`src/design/sllta_pkg.sv`:
```
`default_nettype none
package sllta_pkg;
  localparam int FRM_OCT = 2;
  localparam int MF_FRM = 16;
  localparam int ILAS_MF = 4;
  localparam int MB_BLK = 32;
  localparam int EXT_E = 1;
  localparam int CGS_CNT = 4;
  localparam int ERR_MAX = 2;
  localparam int BUF_W = 64;
  localparam int BUF_D = 2;
  localparam logic [7:0] OCT_LAST = 8'(FRM_OCT - 1);
  localparam logic [7:0] FRM_LAST = 8'(MF_FRM - 1);
  localparam logic [4:0] BLK_LAST = 5'(MB_BLK - 1);
  localparam logic [1:0] MF_LAST = 2'(ILAS_MF - 1);
  localparam logic [1:0] MF_CFG = 2'h1;
  localparam logic [7:0] CFG_LAST = 8'h03;
  localparam logic [1:0] CGS_LAST = 2'(CGS_CNT - 1);
  localparam logic [1:0] ERR_LAST = 2'(ERR_MAX - 1);
  localparam logic [7:0] K_R = 8'h1c;
  localparam logic [7:0] K_A = 8'h7c;
  localparam logic [7:0] K_K = 8'hbc;
  localparam logic [7:0] K_F = 8'hfc;
  localparam logic [7:0] OCT_F = K_F;
  localparam logic [7:0] OCT_A = K_A;
  // vector bit 0 is header bit 0
  localparam logic [1:0] SH_ONE = 2'h2;
  localparam logic [1:0] SH_ZERO = 2'h1;
  // stream bits 27..31 read 0,0,0,0,1
  localparam logic [4:0] EOMB_PAT = 5'h10;
  localparam logic [11:0] CRC_POLY = 12'h30f;
  localparam logic [14:0] SCR8_SEED = 15'h7fff;
  localparam logic [57:0] SCR66_SEED = 58'h3ffffffffffffff;

  typedef enum logic [1:0] {TX_CGS, TX_WAIT, TX_ILAS, TX_DATA} sllta_tx_st_t;
  typedef enum logic [2:0] {
    RX_IDLE, RX_CGS, RX_HOLD, RX_ILAS, RX_DATA
  } sllta_rx_st_t;

  function automatic logic [22:0] scr8(input logic [14:0] s,
                                       input logic [7:0] d,
                                       input logic de);
    logic [14:0] st;
    logic [7:0]  o;
    st = s;
    o = 8'h0;
    for (int i = 7; i >= 0; i--) begin
      o[i] = d[i] ^ st[13] ^ st[14];
      st = {st[13:0], de ? d[i] : o[i]};
    end
    return {st, o};
  endfunction

  function automatic logic [121:0] scr66(input logic [57:0] s,
                                         input logic [63:0] d,
                                         input logic de);
    logic [57:0] st;
    logic [63:0] o;
    st = s;
    o = 64'h0;
    for (int i = 63; i >= 0; i--) begin
      o[i] = d[i] ^ st[38] ^ st[57];
      st = {st[56:0], de ? d[i] : o[i]};
    end
    return {st, o};
  endfunction

  function automatic logic [11:0] crc12(input logic [11:0] s,
                                        input logic [63:0] d);
    logic [11:0] c;
    logic        fb;
    c = s;
    for (int i = 63; i >= 0; i--) begin
      fb = c[11] ^ d[i];
      c = {c[10:0], 1'b0} ^ (fb ? CRC_POLY : 12'h0);
    end
    return c;
  endfunction

  // bit b of the result is carried by block b
  function automatic logic [31:0] sync_stream(input logic [11:0] c,
                                              input logic e);
    return {1'b1, 4'h0, 3'h0, 1'b1, e, 1'b1, 1'b0, 1'b1, 3'h0,
            1'b1, c[0], c[1], c[2], 1'b1, c[3], c[4], c[5],
            1'b1, c[6], c[7], c[8], 1'b1, c[9], c[10], c[11]};
  endfunction
endpackage
`default_nettype wire

```
`src/design/sllta_if.sv`:
```
`timescale 1ns/1ps
`default_nettype none
interface sllta_if;
  logic        sync_n;
  logic        ready;
  logic        valid;
  logic        k;
  logic [7:0]  oct;
  logic [65:0] blk;
  modport tx (output valid, k, oct, blk, input sync_n, ready);
  modport rx (input valid, k, oct, blk, output sync_n, ready);
endinterface
`default_nettype wire

```
`src/design/sllta_buf.sv`:
```
`timescale 1ns/1ps
`default_nettype none
module sllta_buf
  import sllta_pkg::*;
#(
  parameter int W = BUF_W,
  parameter int D = BUF_D
) (
  input  wire logic         i_clk_sys,
  input  wire logic         i_reset_n,
  input  wire logic [W-1:0] i_data,
  input  wire logic         i_valid,
  output logic              o_in_ready,
  output logic [W-1:0]      o_data,
  output logic              o_valid,
  input  wire logic         i_ready
);
  localparam int AW = (D > 1) ? $clog2(D) : 1;
  logic [W-1:0] mem_reg [D];
  logic [AW-1:0] wp_reg, rp_reg;
  logic [AW:0]   cnt_reg, cnt_next;
  logic          push, pop;

  assign push = i_valid && o_in_ready;
  assign pop = o_valid && i_ready;
  assign o_valid = cnt_reg != '0;
  assign o_data = mem_reg[rp_reg];
  assign cnt_next = cnt_reg + (AW+1)'(push) - (AW+1)'(pop);

  always_ff @(posedge i_clk_sys) begin
    if (push) begin
      mem_reg[wp_reg] <= i_data;
    end
  end

  always_ff @(posedge i_clk_sys or negedge i_reset_n) begin
    if (!i_reset_n) begin
      wp_reg <= '0;
      rp_reg <= '0;
      cnt_reg <= '0;
      o_in_ready <= 1'b0;
    end else begin
      if (push) begin
        wp_reg <= (wp_reg == AW'(D - 1)) ? '0 : wp_reg + AW'(1);
      end
      if (pop) begin
        rp_reg <= (rp_reg == AW'(D - 1)) ? '0 : rp_reg + AW'(1);
      end
      cnt_reg <= cnt_next;
      // ready is registered, so it must fall as the last slot fills
      o_in_ready <= cnt_next != (AW+1)'(D);
    end
  end
endmodule // sllta_buf
`default_nettype wire

```
`src/design/sllta_tx.sv`:
```
`timescale 1ns/1ps
`default_nettype none
// Functional notes
// - receiver pulls sync low once ready
// - commas on every lane while sync low
// - receiver locks after four consecutive commas
// - receiver raises sync at next multiframe edge
// - sync rise: wait multiframe edge, start alignment
// - four alignment multiframes, R first, A last
// - receiver buffers from R, releases together; here buffering starts only after the last A
// - repeated frame-final octet sent as F
// - at multiframe end use A instead
// - receiver checks placement, restores previous octet
// - scrambled: 0xFC as F, 0x7C as A
// - scrambled receiver maps F, A back
// - receiver resyncs on repeated misplacement errors; here it drops to idle and searches again only after a fresh sysref
// - pack eight octets, scramble, add header
// - header bits 0-1, octets follow in order
// - thirty-two blocks per multiblock, E one
// - sysref resets extended multiblock clock phase
// - header is 01 or 10 only
// - receiver treats 00 or 11 as misalignment
// - header stream ends with 00001 pilot
// - stream bit 22 marks last multiblock
// - stream carries CRC-12 parity, no command
// - scrambling always in 66 mode, optional else
module sllta_tx
  import sllta_pkg::*;
(
  input  wire logic        i_clk_sys,
  input  wire logic        i_reset_n,
  input  wire logic        i_sysref,
  input  wire logic        i_mode_66,
  input  wire logic        i_scramble_enable_bit,
  input  wire logic [63:0] i_data,
  input  wire logic        i_valid,
  output logic             o_ready,
  output logic             o_link_up,
  sllta_if.tx              lnk
);
  sllta_tx_st_t  st_reg;
  logic          sr_meta_reg, sr_sync_reg, sr_prev_reg, sr_rise;
  logic          sy_prev_reg, sy_rise;
  logic [7:0]    oct_cnt_reg, frm_cnt_reg, pos;
  logic [4:0]    blk_cnt_reg;
  logic [1:0]    mf_cnt_reg;
  logic          eof, eomf, adv, need, take, lmfc_edge;
  logic [63:0]   bd;
  logic          bv;
  logic [14:0]   s8_reg, s8_next;
  logic [57:0]   s66_reg, s66_next;
  logic [22:0]   r8;
  logic [121:0]  r66;
  logic [11:0]   crc_acc_reg, crc_sent_reg, crc_next;
  logic [31:0]   shs;
  logic [7:0]    last_reg, d8, sc8, oct_next;
  logic          k_next;
  logic [65:0]   blk_next;
  logic          lv_reg, k_reg;
  logic [7:0]    oct_reg;
  logic [65:0]   blk_reg;

  sllta_buf u_buf (
    .i_clk_sys  (i_clk_sys),
    .i_reset_n  (i_reset_n),
    .i_data     (i_data),
    .i_valid    (i_valid),
    .o_in_ready (o_ready),
    .o_data     (bd),
    .o_valid    (bv),
    .i_ready    (adv && need)
  );

  assign lnk.valid = lv_reg;
  assign lnk.k = k_reg;
  assign lnk.oct = oct_reg;
  assign lnk.blk = blk_reg;

  assign sr_rise = sr_sync_reg & ~sr_prev_reg;
  assign sy_rise = lnk.sync_n & ~sy_prev_reg;
  assign eof = oct_cnt_reg == OCT_LAST;
  assign eomf = eof && (frm_cnt_reg == FRM_LAST);
  // the output stage moves when it is empty or when the receiver takes the symbol
  assign adv = ~lv_reg | lnk.ready;
  assign need = i_mode_66 || (st_reg == TX_DATA);
  assign take = adv && (~need || bv);
  assign lmfc_edge = take && eomf;
  // E fixed at one: every multiblock closes an extended multiblock
  assign shs = sync_stream(crc_sent_reg, 1'b1);

  always_ff @(posedge i_clk_sys or negedge i_reset_n) begin
    if (!i_reset_n) begin
      sr_meta_reg <= 1'b0;
      sr_sync_reg <= 1'b0;
      sr_prev_reg <= 1'b0;
      sy_prev_reg <= 1'b1;
    end else begin
      sr_meta_reg <= i_sysref;
      sr_sync_reg <= sr_meta_reg;
      sr_prev_reg <= sr_sync_reg;
      sy_prev_reg <= lnk.sync_n;
    end
  end

  always_ff @(posedge i_clk_sys or negedge i_reset_n) begin
    if (!i_reset_n) begin
      oct_cnt_reg <= 8'h0;
      frm_cnt_reg <= 8'h0;
      blk_cnt_reg <= 5'h0;
    end else if (sr_rise) begin
      oct_cnt_reg <= 8'h0;
      frm_cnt_reg <= 8'h0;
      blk_cnt_reg <= 5'h0;
    end else if (take) begin
      if (i_mode_66) begin
        blk_cnt_reg <= (blk_cnt_reg == BLK_LAST) ? 5'h0 : blk_cnt_reg + 5'h1;
      end else if (eof) begin
        oct_cnt_reg <= 8'h0;
        frm_cnt_reg <= eomf ? 8'h0 : frm_cnt_reg + 8'h1;
      end else begin
        oct_cnt_reg <= oct_cnt_reg + 8'h1;
      end
    end
  end

  always_ff @(posedge i_clk_sys or negedge i_reset_n) begin
    if (!i_reset_n) begin
      st_reg <= TX_CGS;
    end else if (~lnk.sync_n) begin
      st_reg <= TX_CGS;
    end else begin
      unique case (st_reg)
        TX_CGS: begin
          if (sy_rise) begin
            st_reg <= TX_WAIT;
          end
        end
        TX_WAIT: begin
          if (lmfc_edge) begin
            st_reg <= TX_ILAS;
          end
        end
        TX_ILAS: begin
          if (lmfc_edge && mf_cnt_reg == MF_LAST) begin
            st_reg <= TX_DATA;
          end
        end
        TX_DATA: begin
        end
      endcase
    end
  end

  always_ff @(posedge i_clk_sys or negedge i_reset_n) begin
    if (!i_reset_n) begin
      mf_cnt_reg <= 2'h0;
    end else if (st_reg != TX_ILAS) begin
      mf_cnt_reg <= 2'h0;
    end else if (lmfc_edge) begin
      mf_cnt_reg <= mf_cnt_reg + 2'h1;
    end
  end

  always_ff @(posedge i_clk_sys or negedge i_reset_n) begin
    if (!i_reset_n) begin
      s8_reg <= SCR8_SEED;
      s66_reg <= SCR66_SEED;
      last_reg <= 8'h0;
    end else begin
      if (take) begin
        s8_reg <= s8_next;
        s66_reg <= s66_next;
      end
      // both ends clear the compare octet before data starts
      if (st_reg != TX_DATA) begin
        last_reg <= 8'h0;
      end else if (take && eof && !i_mode_66) begin
        last_reg <= d8;
      end
    end
  end

  always_ff @(posedge i_clk_sys or negedge i_reset_n) begin
    if (!i_reset_n) begin
      crc_acc_reg <= 12'h0;
      crc_sent_reg <= 12'h0;
    end else if (take && i_mode_66) begin
      // parity of one multiblock rides in the next one
      if (blk_cnt_reg == BLK_LAST) begin
        crc_sent_reg <= crc_next;
        crc_acc_reg <= 12'h0;
      end else begin
        crc_acc_reg <= crc_next;
      end
    end
  end

  always_comb begin
    pos = 8'(int'(frm_cnt_reg) * FRM_OCT + int'(oct_cnt_reg));
    d8 = bd[7:0];
    r8 = scr8(s8_reg, d8, 1'b0);
    r66 = scr66(s66_reg, bd, 1'b0);
    crc_next = crc12(crc_acc_reg, r66[63:0]);
    sc8 = i_scramble_enable_bit ? r8[7:0] : d8;
    s8_next = s8_reg;
    s66_next = s66_reg;
    k_next = 1'b1;
    oct_next = K_K;
    blk_next = {r66[63:0], shs[blk_cnt_reg] ? SH_ONE : SH_ZERO};
    if (i_mode_66) begin
      s66_next = r66[121:64];
    end else begin
      unique case (st_reg)
        TX_CGS, TX_WAIT: begin
        end
        TX_ILAS: begin
          // alignment multiframes are never scrambled
          k_next = 1'b0;
          oct_next = pos;
          if (pos == 8'h0) begin
            k_next = 1'b1;
            oct_next = K_R;
          end else if (eomf) begin
            k_next = 1'b1;
            oct_next = K_A;
          end else if (mf_cnt_reg == MF_CFG && pos <= CFG_LAST) begin
            unique case (pos)
              8'h1: oct_next = OCT_LAST;
              8'h2: oct_next = FRM_LAST;
              default: oct_next = {7'h0, i_scramble_enable_bit};
            endcase
          end
        end
        TX_DATA: begin
          k_next = 1'b0;
          oct_next = sc8;
          if (i_scramble_enable_bit) begin
            s8_next = r8[22:8];
            if (eof && sc8 == OCT_F) begin
              k_next = 1'b1;
              oct_next = K_F;
            end else if (eomf && sc8 == OCT_A) begin
              k_next = 1'b1;
              oct_next = K_A;
            end
          end else if (eof && d8 == last_reg) begin
            k_next = 1'b1;
            oct_next = eomf ? K_A : K_F;
          end
        end
      endcase
    end
  end

  always_ff @(posedge i_clk_sys or negedge i_reset_n) begin
    if (!i_reset_n) begin
      lv_reg <= 1'b0;
      k_reg <= 1'b1;
      oct_reg <= K_K;
      blk_reg <= 66'h0;
      o_link_up <= 1'b0;
    end else begin
      if (adv) begin
        lv_reg <= take;
      end
      if (take) begin
        k_reg <= k_next;
        oct_reg <= oct_next;
        blk_reg <= blk_next;
      end
      o_link_up <= i_mode_66 || (st_reg == TX_DATA);
    end
  end
endmodule // sllta_tx
`default_nettype wire

```
`src/flat_wrapper.sv`:
```
// flat-port wrapper written by rule: the top's interface ports become plain ports
module sllta_tx_flat import sllta_pkg::*;
  (i_clk_sys, i_reset_n, i_sysref, i_mode_66, i_scramble_enable_bit, i_data, i_valid, o_ready, o_link_up, lnk_valid, lnk_k, lnk_oct, lnk_blk, lnk_sync_n, lnk_ready);
  sllta_if lnk_i ();
  input  wire logic i_clk_sys;
  input  wire logic i_reset_n;
  input  wire logic i_sysref;
  input  wire logic i_mode_66;
  input  wire logic i_scramble_enable_bit;
  input  wire logic [63:0] i_data;
  input  wire logic i_valid;
  output logic o_ready;
  output logic o_link_up;
  output wire logic [$bits(lnk_i.valid)-1:0] lnk_valid;
  output wire logic [$bits(lnk_i.k)-1:0] lnk_k;
  output wire logic [$bits(lnk_i.oct)-1:0] lnk_oct;
  output wire logic [$bits(lnk_i.blk)-1:0] lnk_blk;
  input wire logic [$bits(lnk_i.sync_n)-1:0] lnk_sync_n;
  input wire logic [$bits(lnk_i.ready)-1:0] lnk_ready;
  assign lnk_valid = lnk_i.valid;
  assign lnk_k = lnk_i.k;
  assign lnk_oct = lnk_i.oct;
  assign lnk_blk = lnk_i.blk;
  assign lnk_i.sync_n = lnk_sync_n;
  assign lnk_i.ready = lnk_ready;
  sllta_tx u_core (.i_clk_sys(i_clk_sys), .i_reset_n(i_reset_n), .i_sysref(i_sysref), .i_mode_66(i_mode_66), .i_scramble_enable_bit(i_scramble_enable_bit), .i_data(i_data), .i_valid(i_valid), .o_ready(o_ready), .o_link_up(o_link_up), .lnk(lnk_i));
endmodule
```
`config.mk`:
```
export PLATFORM = sky130hd
export DESIGN_NAME = sllta_tx_flat
export DESIGN_NICKNAME = d
export VERILOG_FILES = /design/src/design/sllta_pkg.sv /design/src/design/sllta_if.sv /design/src/design/sllta_buf.sv /design/src/design/sllta_tx.sv /design/src/flat_wrapper.sv
export SDC_FILE = /design/constraint.sdc
export NUM_CORES = 1
export LEC_CHECK = 0
export BUFFER_PORTS_ARGS = -buffer_cell sky130_fd_sc_hd__buf_2
export CAP_MARGIN = 20
export CELL_PAD_IN_SITES_DETAIL_PLACEMENT = 1
export CELL_PAD_IN_SITES_GLOBAL_PLACEMENT = 1
export CORE_UTILIZATION = 51
export DETAILED_ROUTE_END_ITERATION = 12
export PLACE_DENSITY = 0.88
export SETUP_SLACK_MARGIN = 0.05
export SLEW_MARGIN = 20
export SYNTH_ARGS = -nofsm -noshare
export SYNTH_HDL_FRONTEND = slang
export SYNTH_SLANG_ARGS = --single-unit
export TNS_END_PERCENT = 100
```
`constraint.sdc`:
```
create_clock -name i_clk_sys -period 8.8 [get_ports i_clk_sys]
set_input_delay 2.2 -clock i_clk_sys [delete_from_list [all_inputs] [get_ports i_clk_sys]]
set_output_delay 2.2 -clock i_clk_sys [all_outputs]
set_load 0.05 [all_outputs]
```
==> impl_metrics.toml, run 1 <==
[clocking]
hold_buffers = 0
h-tree-depth = 2
cts.clk_slew.worst_paths_ns = 0.06
cts_buffers = 37
cts_resized = 0
cts_root_buf = "clkbuf_16"
cts_buffer_depth = 3
cts.sinks = 344
post-cts-setup-buffers = 0
clkLatencyLatePin_ns = 0.56
cts_tree = "done"

[setup_path]
r2r-end = "u_core.crc_sent_reg[9]$_DFFE_PN0P_"
crit_chain = "mux2i_1 -> xnor3_1 -> xnor3_1 -> xnor3_1 -> xor2_1 -> xnor2_1 -> xor2_1 -> xnor3_1 -> xor2_2 -> xnor3_2 -> xnor3_2 -> xnor3_2 -> xor3_2 -> xnor3_2 -> xnor3_1 -> mux2_2"
cp_num_buf_inv = 0
critPathCaptureType = "register"
critical-path-top-delay-family = "XOR/XNOR gates"
crit_top_cell = "xnor3_1"
cp.required_ns = 9.21
cp.arrival_ns = 8.32
start_kind = "register"
cp_max_fo = 24
cp_slowest_cell = "dfrtp_4"
reg2reg_depth = 16
rr_startpoint = "u_core.u_buf.rp_reg$_DFFE_PN0P_"
critPathMaxStageDelay_ns = 0.80
regToRegSetupSlack_ns = 0.89
crit_type = "register to register"

[yosys]
async_reset_ff_frac = 0.628
synth_edf_count = 128
syn_area_per_cell_um2 = 13.2
synth_warnings = 0
ys_ff_latch = 344
yosysSeqAreaShare = 0.468
syn_inst = 1514
synth_flop_cell = "dfrtp_1"
syn_nets = 1609
ys_types = 59
synth_area_um2 = 20000

[timing]
tightest_slew_ns = 1.32
rsz0062_at_grt = "false"
fin_skew_ns = 0.0319
post-route-min-period_ns = 7.91
setup-tns-final_ns = 0
setup_ws_ns = 0.889
timing.hold.ws_ns = 0.348
finalCritPeriodShare = 0.899
fmax_mhz = 126
maxSlewViolCount = 0
setup_viol = 0
hold_violations = 0
slew_headroom = 0.115

[final_layout]
fin_cells = 2216
largest_reg_flops = 128
layout-drive-gt1-share = 0.246
nets = 1763
syn_to_final_growth_pct = 12.7

[drt]
drt_iter0_drc = 737
firstDrtPassIters = 5
vias = 12700
viasPerCell = 5.72
drc_errors = 0
wire_per_inst_um = 27.0
ant_nets = 0
wl_mm = 59.8

[die]
core-area_um2 = 38600
die_height_um = 200
fp.dieW_um = 200
initial_core_util = 0.517
die_area_um2 = 40000
ioPinCount = 150
row_count = 72

[global_route]
grt_max_degree = 105
grt.total_usage = 0.312
overflow = 0
grt_pass1_wl_mm = 89.1
antenna_found_initial = 3
grt_pass1_vias = 13900

[place]
dp_cells = 2147
place_hpwl_mm = 43.2
dpl_worst_slack_ns = 0.938
port_buffers = 149
gp_congestion = 0.918

[min_path]
hp-class = "register to register"
hold_start = "u_core.sr_meta_reg$_DFF_PN0_"
min_to = "u_core.sr_sync_reg$_DFF_PN0_"
hold_depth = 0

[outcome]
status = "finished clean"

[flow_run]
max_cap_violations = 0
## layout make-up
| type | instances | area (um2) |
|---|---|---|
| Antenna cell | 2 | 5.00 |
| Clock buffer | 51 | 1050 |
| Clock inverter | 16 | 136 |
| Fill cell | 3844 | 16100 |
| Inverter | 16 | 60.1 |
| Multi-Input combinational cell | 1100 | 10400 |
| Sequential cell | 344 | 9350 |
| Tap cell | 518 | 648 |
| Timing Repair Buffer | 169 | 918 |
## layout by cell type (no fill, tap or decap), drive strengths merged, types with 3 or more instances in the layout
cell	count
nand2b	4
nand2	164
a22o	9
a21oi	54
a31oi	5
nor2	75
xnor3	102
nor2b	4
dfrtp	136
and2	5
xnor2	259
o21ai	98
nand4	10
o31ai	8
inv	16
buf	169
o211a	9
xor2	101
edfxtp	128
xor3	34
nor4	3
clkbuf	51
dfstp	80
clkinv	13
ha	22
nor3	4
mux2	20
and3	7
mux4	3
mux2i	66
nand3	9
## worst max-delay path by stage
| stage | startpoint | endpoint | slack [ns] | depth (start not counted) |
|---|---|---|---|---|
| 4_1_cts | u_core.u_buf.rp_reg$_DFFE_PN0P_ | u_core.crc_sent_reg[9]$_DFFE_PN0P_ | 0.85 | 16 |
| 3_5_place_dp | u_core.u_buf.rp_reg$_DFFE_PN0P_ | u_core.crc_sent_reg[9]$_DFFE_PN0P_ | 0.94 | 16 |
| 2_1_floorplan | u_core.s66_reg[36]$_DFFE_PN1P_ | u_core.crc_sent_reg[9]$_DFFE_PN0P_ | 1.85 | 16 |
| 3_3_place_gp | u_core.u_buf.rp_reg$_DFFE_PN0P_ | u_core.crc_sent_reg[9]$_DFFE_PN0P_ | 1.14 | 16 |
| 6_report | u_core.u_buf.rp_reg$_DFFE_PN0P_ | u_core.crc_sent_reg[9]$_DFFE_PN0P_ | 0.89 | 16 |
| 5_1_grt | u_core.u_buf.rp_reg$_DFFE_PN0P_ | u_core.crc_sent_reg[9]$_DFFE_PN0P_ | 0.59 | 16 |
## per-layer routing
layer  track usage  up-vias  wire [um]
met3        0.0519      154       3370
met2         0.549      467      30300
li1              -     5518          -
met1         0.367     6529      22900
met5             0        -         13
met4         0.162        2       3180
## Yosys cell counts, drive strengths merged (10+ instances only)
master  instances  share of area
a21oi          54          0.014
buf            15         0.0048
clkbuf         39         0.0073
dfrtp         136           0.17
dfstp          80           0.11
edfxtp        128           0.19
ha             22          0.014
inv            16         0.0030
mux2           20          0.011
mux2i          66          0.036
nand2         164          0.031
nand4          10         0.0031
nor2           75          0.014
o21ai          98          0.025
xnor2         259           0.13
xnor3         102           0.12
xor2          101          0.049
xor3           34          0.041
## worst register-to-register path, stage by stage (launching register included)
cell     delay (ns)
dfrtp_4        0.80
mux2i_1        0.39
xnor3_1        0.37
xnor3_1        0.59
xnor3_1        0.33
xor2_1         0.46
xnor2_1        0.27
xor2_1         0.51
xnor3_1        0.56
xor2_2         0.38
xnor3_2        0.56
xnor3_2        0.42
xnor3_2        0.44
xor3_2         0.54
xnor3_2        0.48
xnor3_1        0.39
mux2_2         0.28
## per-stage QoR
step,cell area [um2],util
final,22500,0.583
after global routing,22500,0.583
after CTS,22500,0.583
after detailed placement,21300,0.552
after global placement,21300,0.552
after floorplan,20000,-
## cells by family after synthesis
kind of cell	after synthesis	synth area share
XOR/XNOR	496	0.333
flip-flops	344	0.468
AND/OR/NAND/NOR	293	0.0615
AO/OA/AOI/OAI	199	0.0571
multiplexers	89	0.0506
buffers and inverters	70	0.0151
adder cells (fa/ha/maj)	23	0.0148
Power of run 1 is not shown: default switching activity piles up to over one toggle a cycle in this logic, so the estimate is an artifact.
==> run 2, diff against run 1 <==
--- a/config.mk
+++ b/config.mk
@@ -5,11 +5,12 @@
 export SDC_FILE = /design/constraint.sdc
 export NUM_CORES = 1
 export LEC_CHECK = 0
+export ABC_AREA = 1
 export BUFFER_PORTS_ARGS = -buffer_cell sky130_fd_sc_hd__buf_2
 export CAP_MARGIN = 20
 export CELL_PAD_IN_SITES_DETAIL_PLACEMENT = 1
 export CELL_PAD_IN_SITES_GLOBAL_PLACEMENT = 1
-export CORE_UTILIZATION = 51
+export CORE_UTILIZATION = 47
 export DETAILED_ROUTE_END_ITERATION = 12
 export PLACE_DENSITY = 0.88
 export SETUP_SLACK_MARGIN = 0.05
==> impl_metrics.toml, run 2 <==
[drt]
firstDrtPassIters = 5
highest_layer = "met5"
wl_met2_mm = 47.3
wl_mm = 97.6
drt_iter0_drc = 2031
vias = 21000
viasPerCell = 6.09
ant_nets = 0
wire_per_inst_um = 28.3
wl_met3_mm = 7.41
wl_met1_mm = 33.7
drc_errors = 0

[place]
gp_congestion = 0.951
place_hpwl_mm = 54.4
dp_cells = 3261
port_buffers = 149

[timing]
post-route-min-period_ns = 9.46
finalCritPeriodShare = 1.08
fin_skew_ns = 0.0394
rsz0062_at_grt = "true"
fmax_mhz = 106
hold_violations = 0
setup_ws_ns = -0.663
maxSlewViolCount = 0
slew_headroom = 0.179
tightest_slew_ns = 1.23
setup_viol = 24

[setup_path]
critical-path-top-delay-family = "simple AND/OR/NAND/NOR gates"
critPathMaxStageDelay_ns = 0.59
cp_slowest_cell = "xnor2_1"
critPathCaptureType = "register"
cp_max_fo = 6
cp.arrival_ns = 9.98
cp.required_ns = 9.32
crit_type = "register to register"
start_kind = "register"
crit_top_cell = "nand2_1"
cp_num_buf_inv = 15

[yosys]
synth_commonest_cells = "nand2_1 (778), inv_1 (227), nand3_1 (204)"
synth_top_cell_area_share = 0.182
synth_edf_count = 128
synth_flop_cell = "dfrtp_1"
yosysSeqAreaShare = 0.441
ys_types = 60
synth_warnings = 0
syn_area_per_cell_um2 = 8.41
synth_area_um2 = 21200
syn_nets = 2612
yosys.area.top_type = "edfxtp_1"
yosysMostFrequentCell = "nand2_1"
ys_ff_latch = 344
async_reset_ff_frac = 0.628
synth_area_leaders = "edfxtp_1 (18%), dfrtp_1 (16%), nand2_1 (14%)"
syn_inst = 2517

[min_path]
hp-class = "register to register"

[die]
core-area_um2 = 44300
ioPinCount = 150
die_height_um = 214
fp.dieW_um = 214
initial_core_util = 0.478
die_area_um2 = 45900
row_count = 77

[final_layout]
register_area_um2 = 9350
fin_cells = 3452
fill_cells = 4986
final_cell_mix = "nand2_1 (616), inv_1 (209), nand2_2 (173)"
layout-drive-gt1-share = 0.382
nets = 2922
layout_commonest_cell = "nand2_1"
syn_to_final_growth_pct = 31.3
largest_reg_flops = 128
multi_input_area_um2 = 13000

[clocking]
hold_buffers = 0
cts_buffer_depth = 3
clkLatencyLatePin_ns = 0.62
cts_tree = "done"
cts.sinks = 344
cts_root_buf = "clkbuf_16"
h-tree-depth = 2
cts_buffers = 40
cts.clk_slew.worst_paths_ns = 0.07

[global_route]
grt_max_degree = 127
overflow = 0
grt_pass1_vias = 20300
grt_pass1_wl_mm = 117
antenna_found_initial = 4
grt.total_usage = 0.329

[flow_run]
max_cap_violations = 0

[outcome]
status = "finished with violations"
violations = "negative setup slack"
## run 2: cell count changes after synthesis, moves of 66 or more
cell / before / now
xnor3_1: 73 / 0
nand3_1: 9 / 204
xor2_1: 90 / 159
nand3_2: 0 / 66
xnor2_1: 228 / 76
nand2_1: 164 / 778
inv_1: 16 / 227
nand2_2: 0 / 137
## run 2: final timing paths
| path | start | end | slack (ns) | cells after the start |
|---|---|---|---|---|
| max | u_core.s66_reg[34]$_DFFE_PN1P_ | u_core.crc_acc_reg[6]$_DFFE_PN0P_ | -0.66 | 73 |
| min | u_core.sr_meta_reg$_DFF_PN0_ | u_core.sr_sync_reg$_DFF_PN0_ | 0.35 | 0 |
| max reg2reg | u_core.s66_reg[34]$_DFFE_PN1P_ | u_core.crc_acc_reg[6]$_DFFE_PN0P_ | -0.66 | 73 |
| min reg2reg | u_core.sr_meta_reg$_DFF_PN0_ | u_core.sr_sync_reg$_DFF_PN0_ | 0.35 | 0 |
| max in group asynchronous | i_reset_n | u_core.lnk.blk[31]$_DFFE_PN0P_ | 5.70 | 3 |
| min in group asynchronous | i_reset_n | u_core.frm_cnt_reg[6]$_DFFE_PN0P_ | 1.55 | 1 |
## run 2: per-layer routing
layer  track usage  up-vias
met2         0.599     1215
met5             0        -
met3        0.0481      564
li1              -     8659
met4         0.166        8
met1         0.374    10600
## run 2: through the flow
step / cell area [um2] / setup WS (ns) / setup TNS, ns / utilization / hold WS [ns]
global route: 27800 / -0.990 / -20.66 / 0.627 / 0.357
detailed placement: 22900 / -0.526 / -9.58 / 0.516 / 0.340
CTS: 24500 / 0.0605 / 0 / 0.553 / 0.353
global placement: 22900 / -0.0487 / -0.166 / 0.516 / 0.335
finish: 27800 / -0.663 / -13.15 / 0.627 / 0.349
floorplan: 21200 / 1.71 / 0 / - / 0.331
## run 2: area by class of cell
cell class                 count  share of cell area
antenna                        1           0.0000900
clock buffer                  57              0.0412
clock inverter                17             0.00905
inverter                     274              0.0393
multi-input combinational   1849               0.469
sequential                   344               0.336
tap                          592              0.0266
timing repair buffer         317              0.0780
timing repair inverter         1            0.000315
## run 2: logic make-up after synthesis
group	count (synthesis)	synth area share
AO/OA/AOI/OAI	221	0.0564
XOR/XNOR	245	0.106
adder cells (fa/ha/maj)	23	0.0139
buffers and inverters	324	0.0611
flip-flops	344	0.441
multiplexers	13	0.00614
AND/OR/NAND/NOR	1347	0.315
## run 2: timing repair
item                       CTS  global route
gates cloned                 1             1
pin swaps                    6           158
setup buffers               10           103
setup endpoints to repair   24            24
gates resized for setup     33           528
Power of run 2 is left out for the same reason.
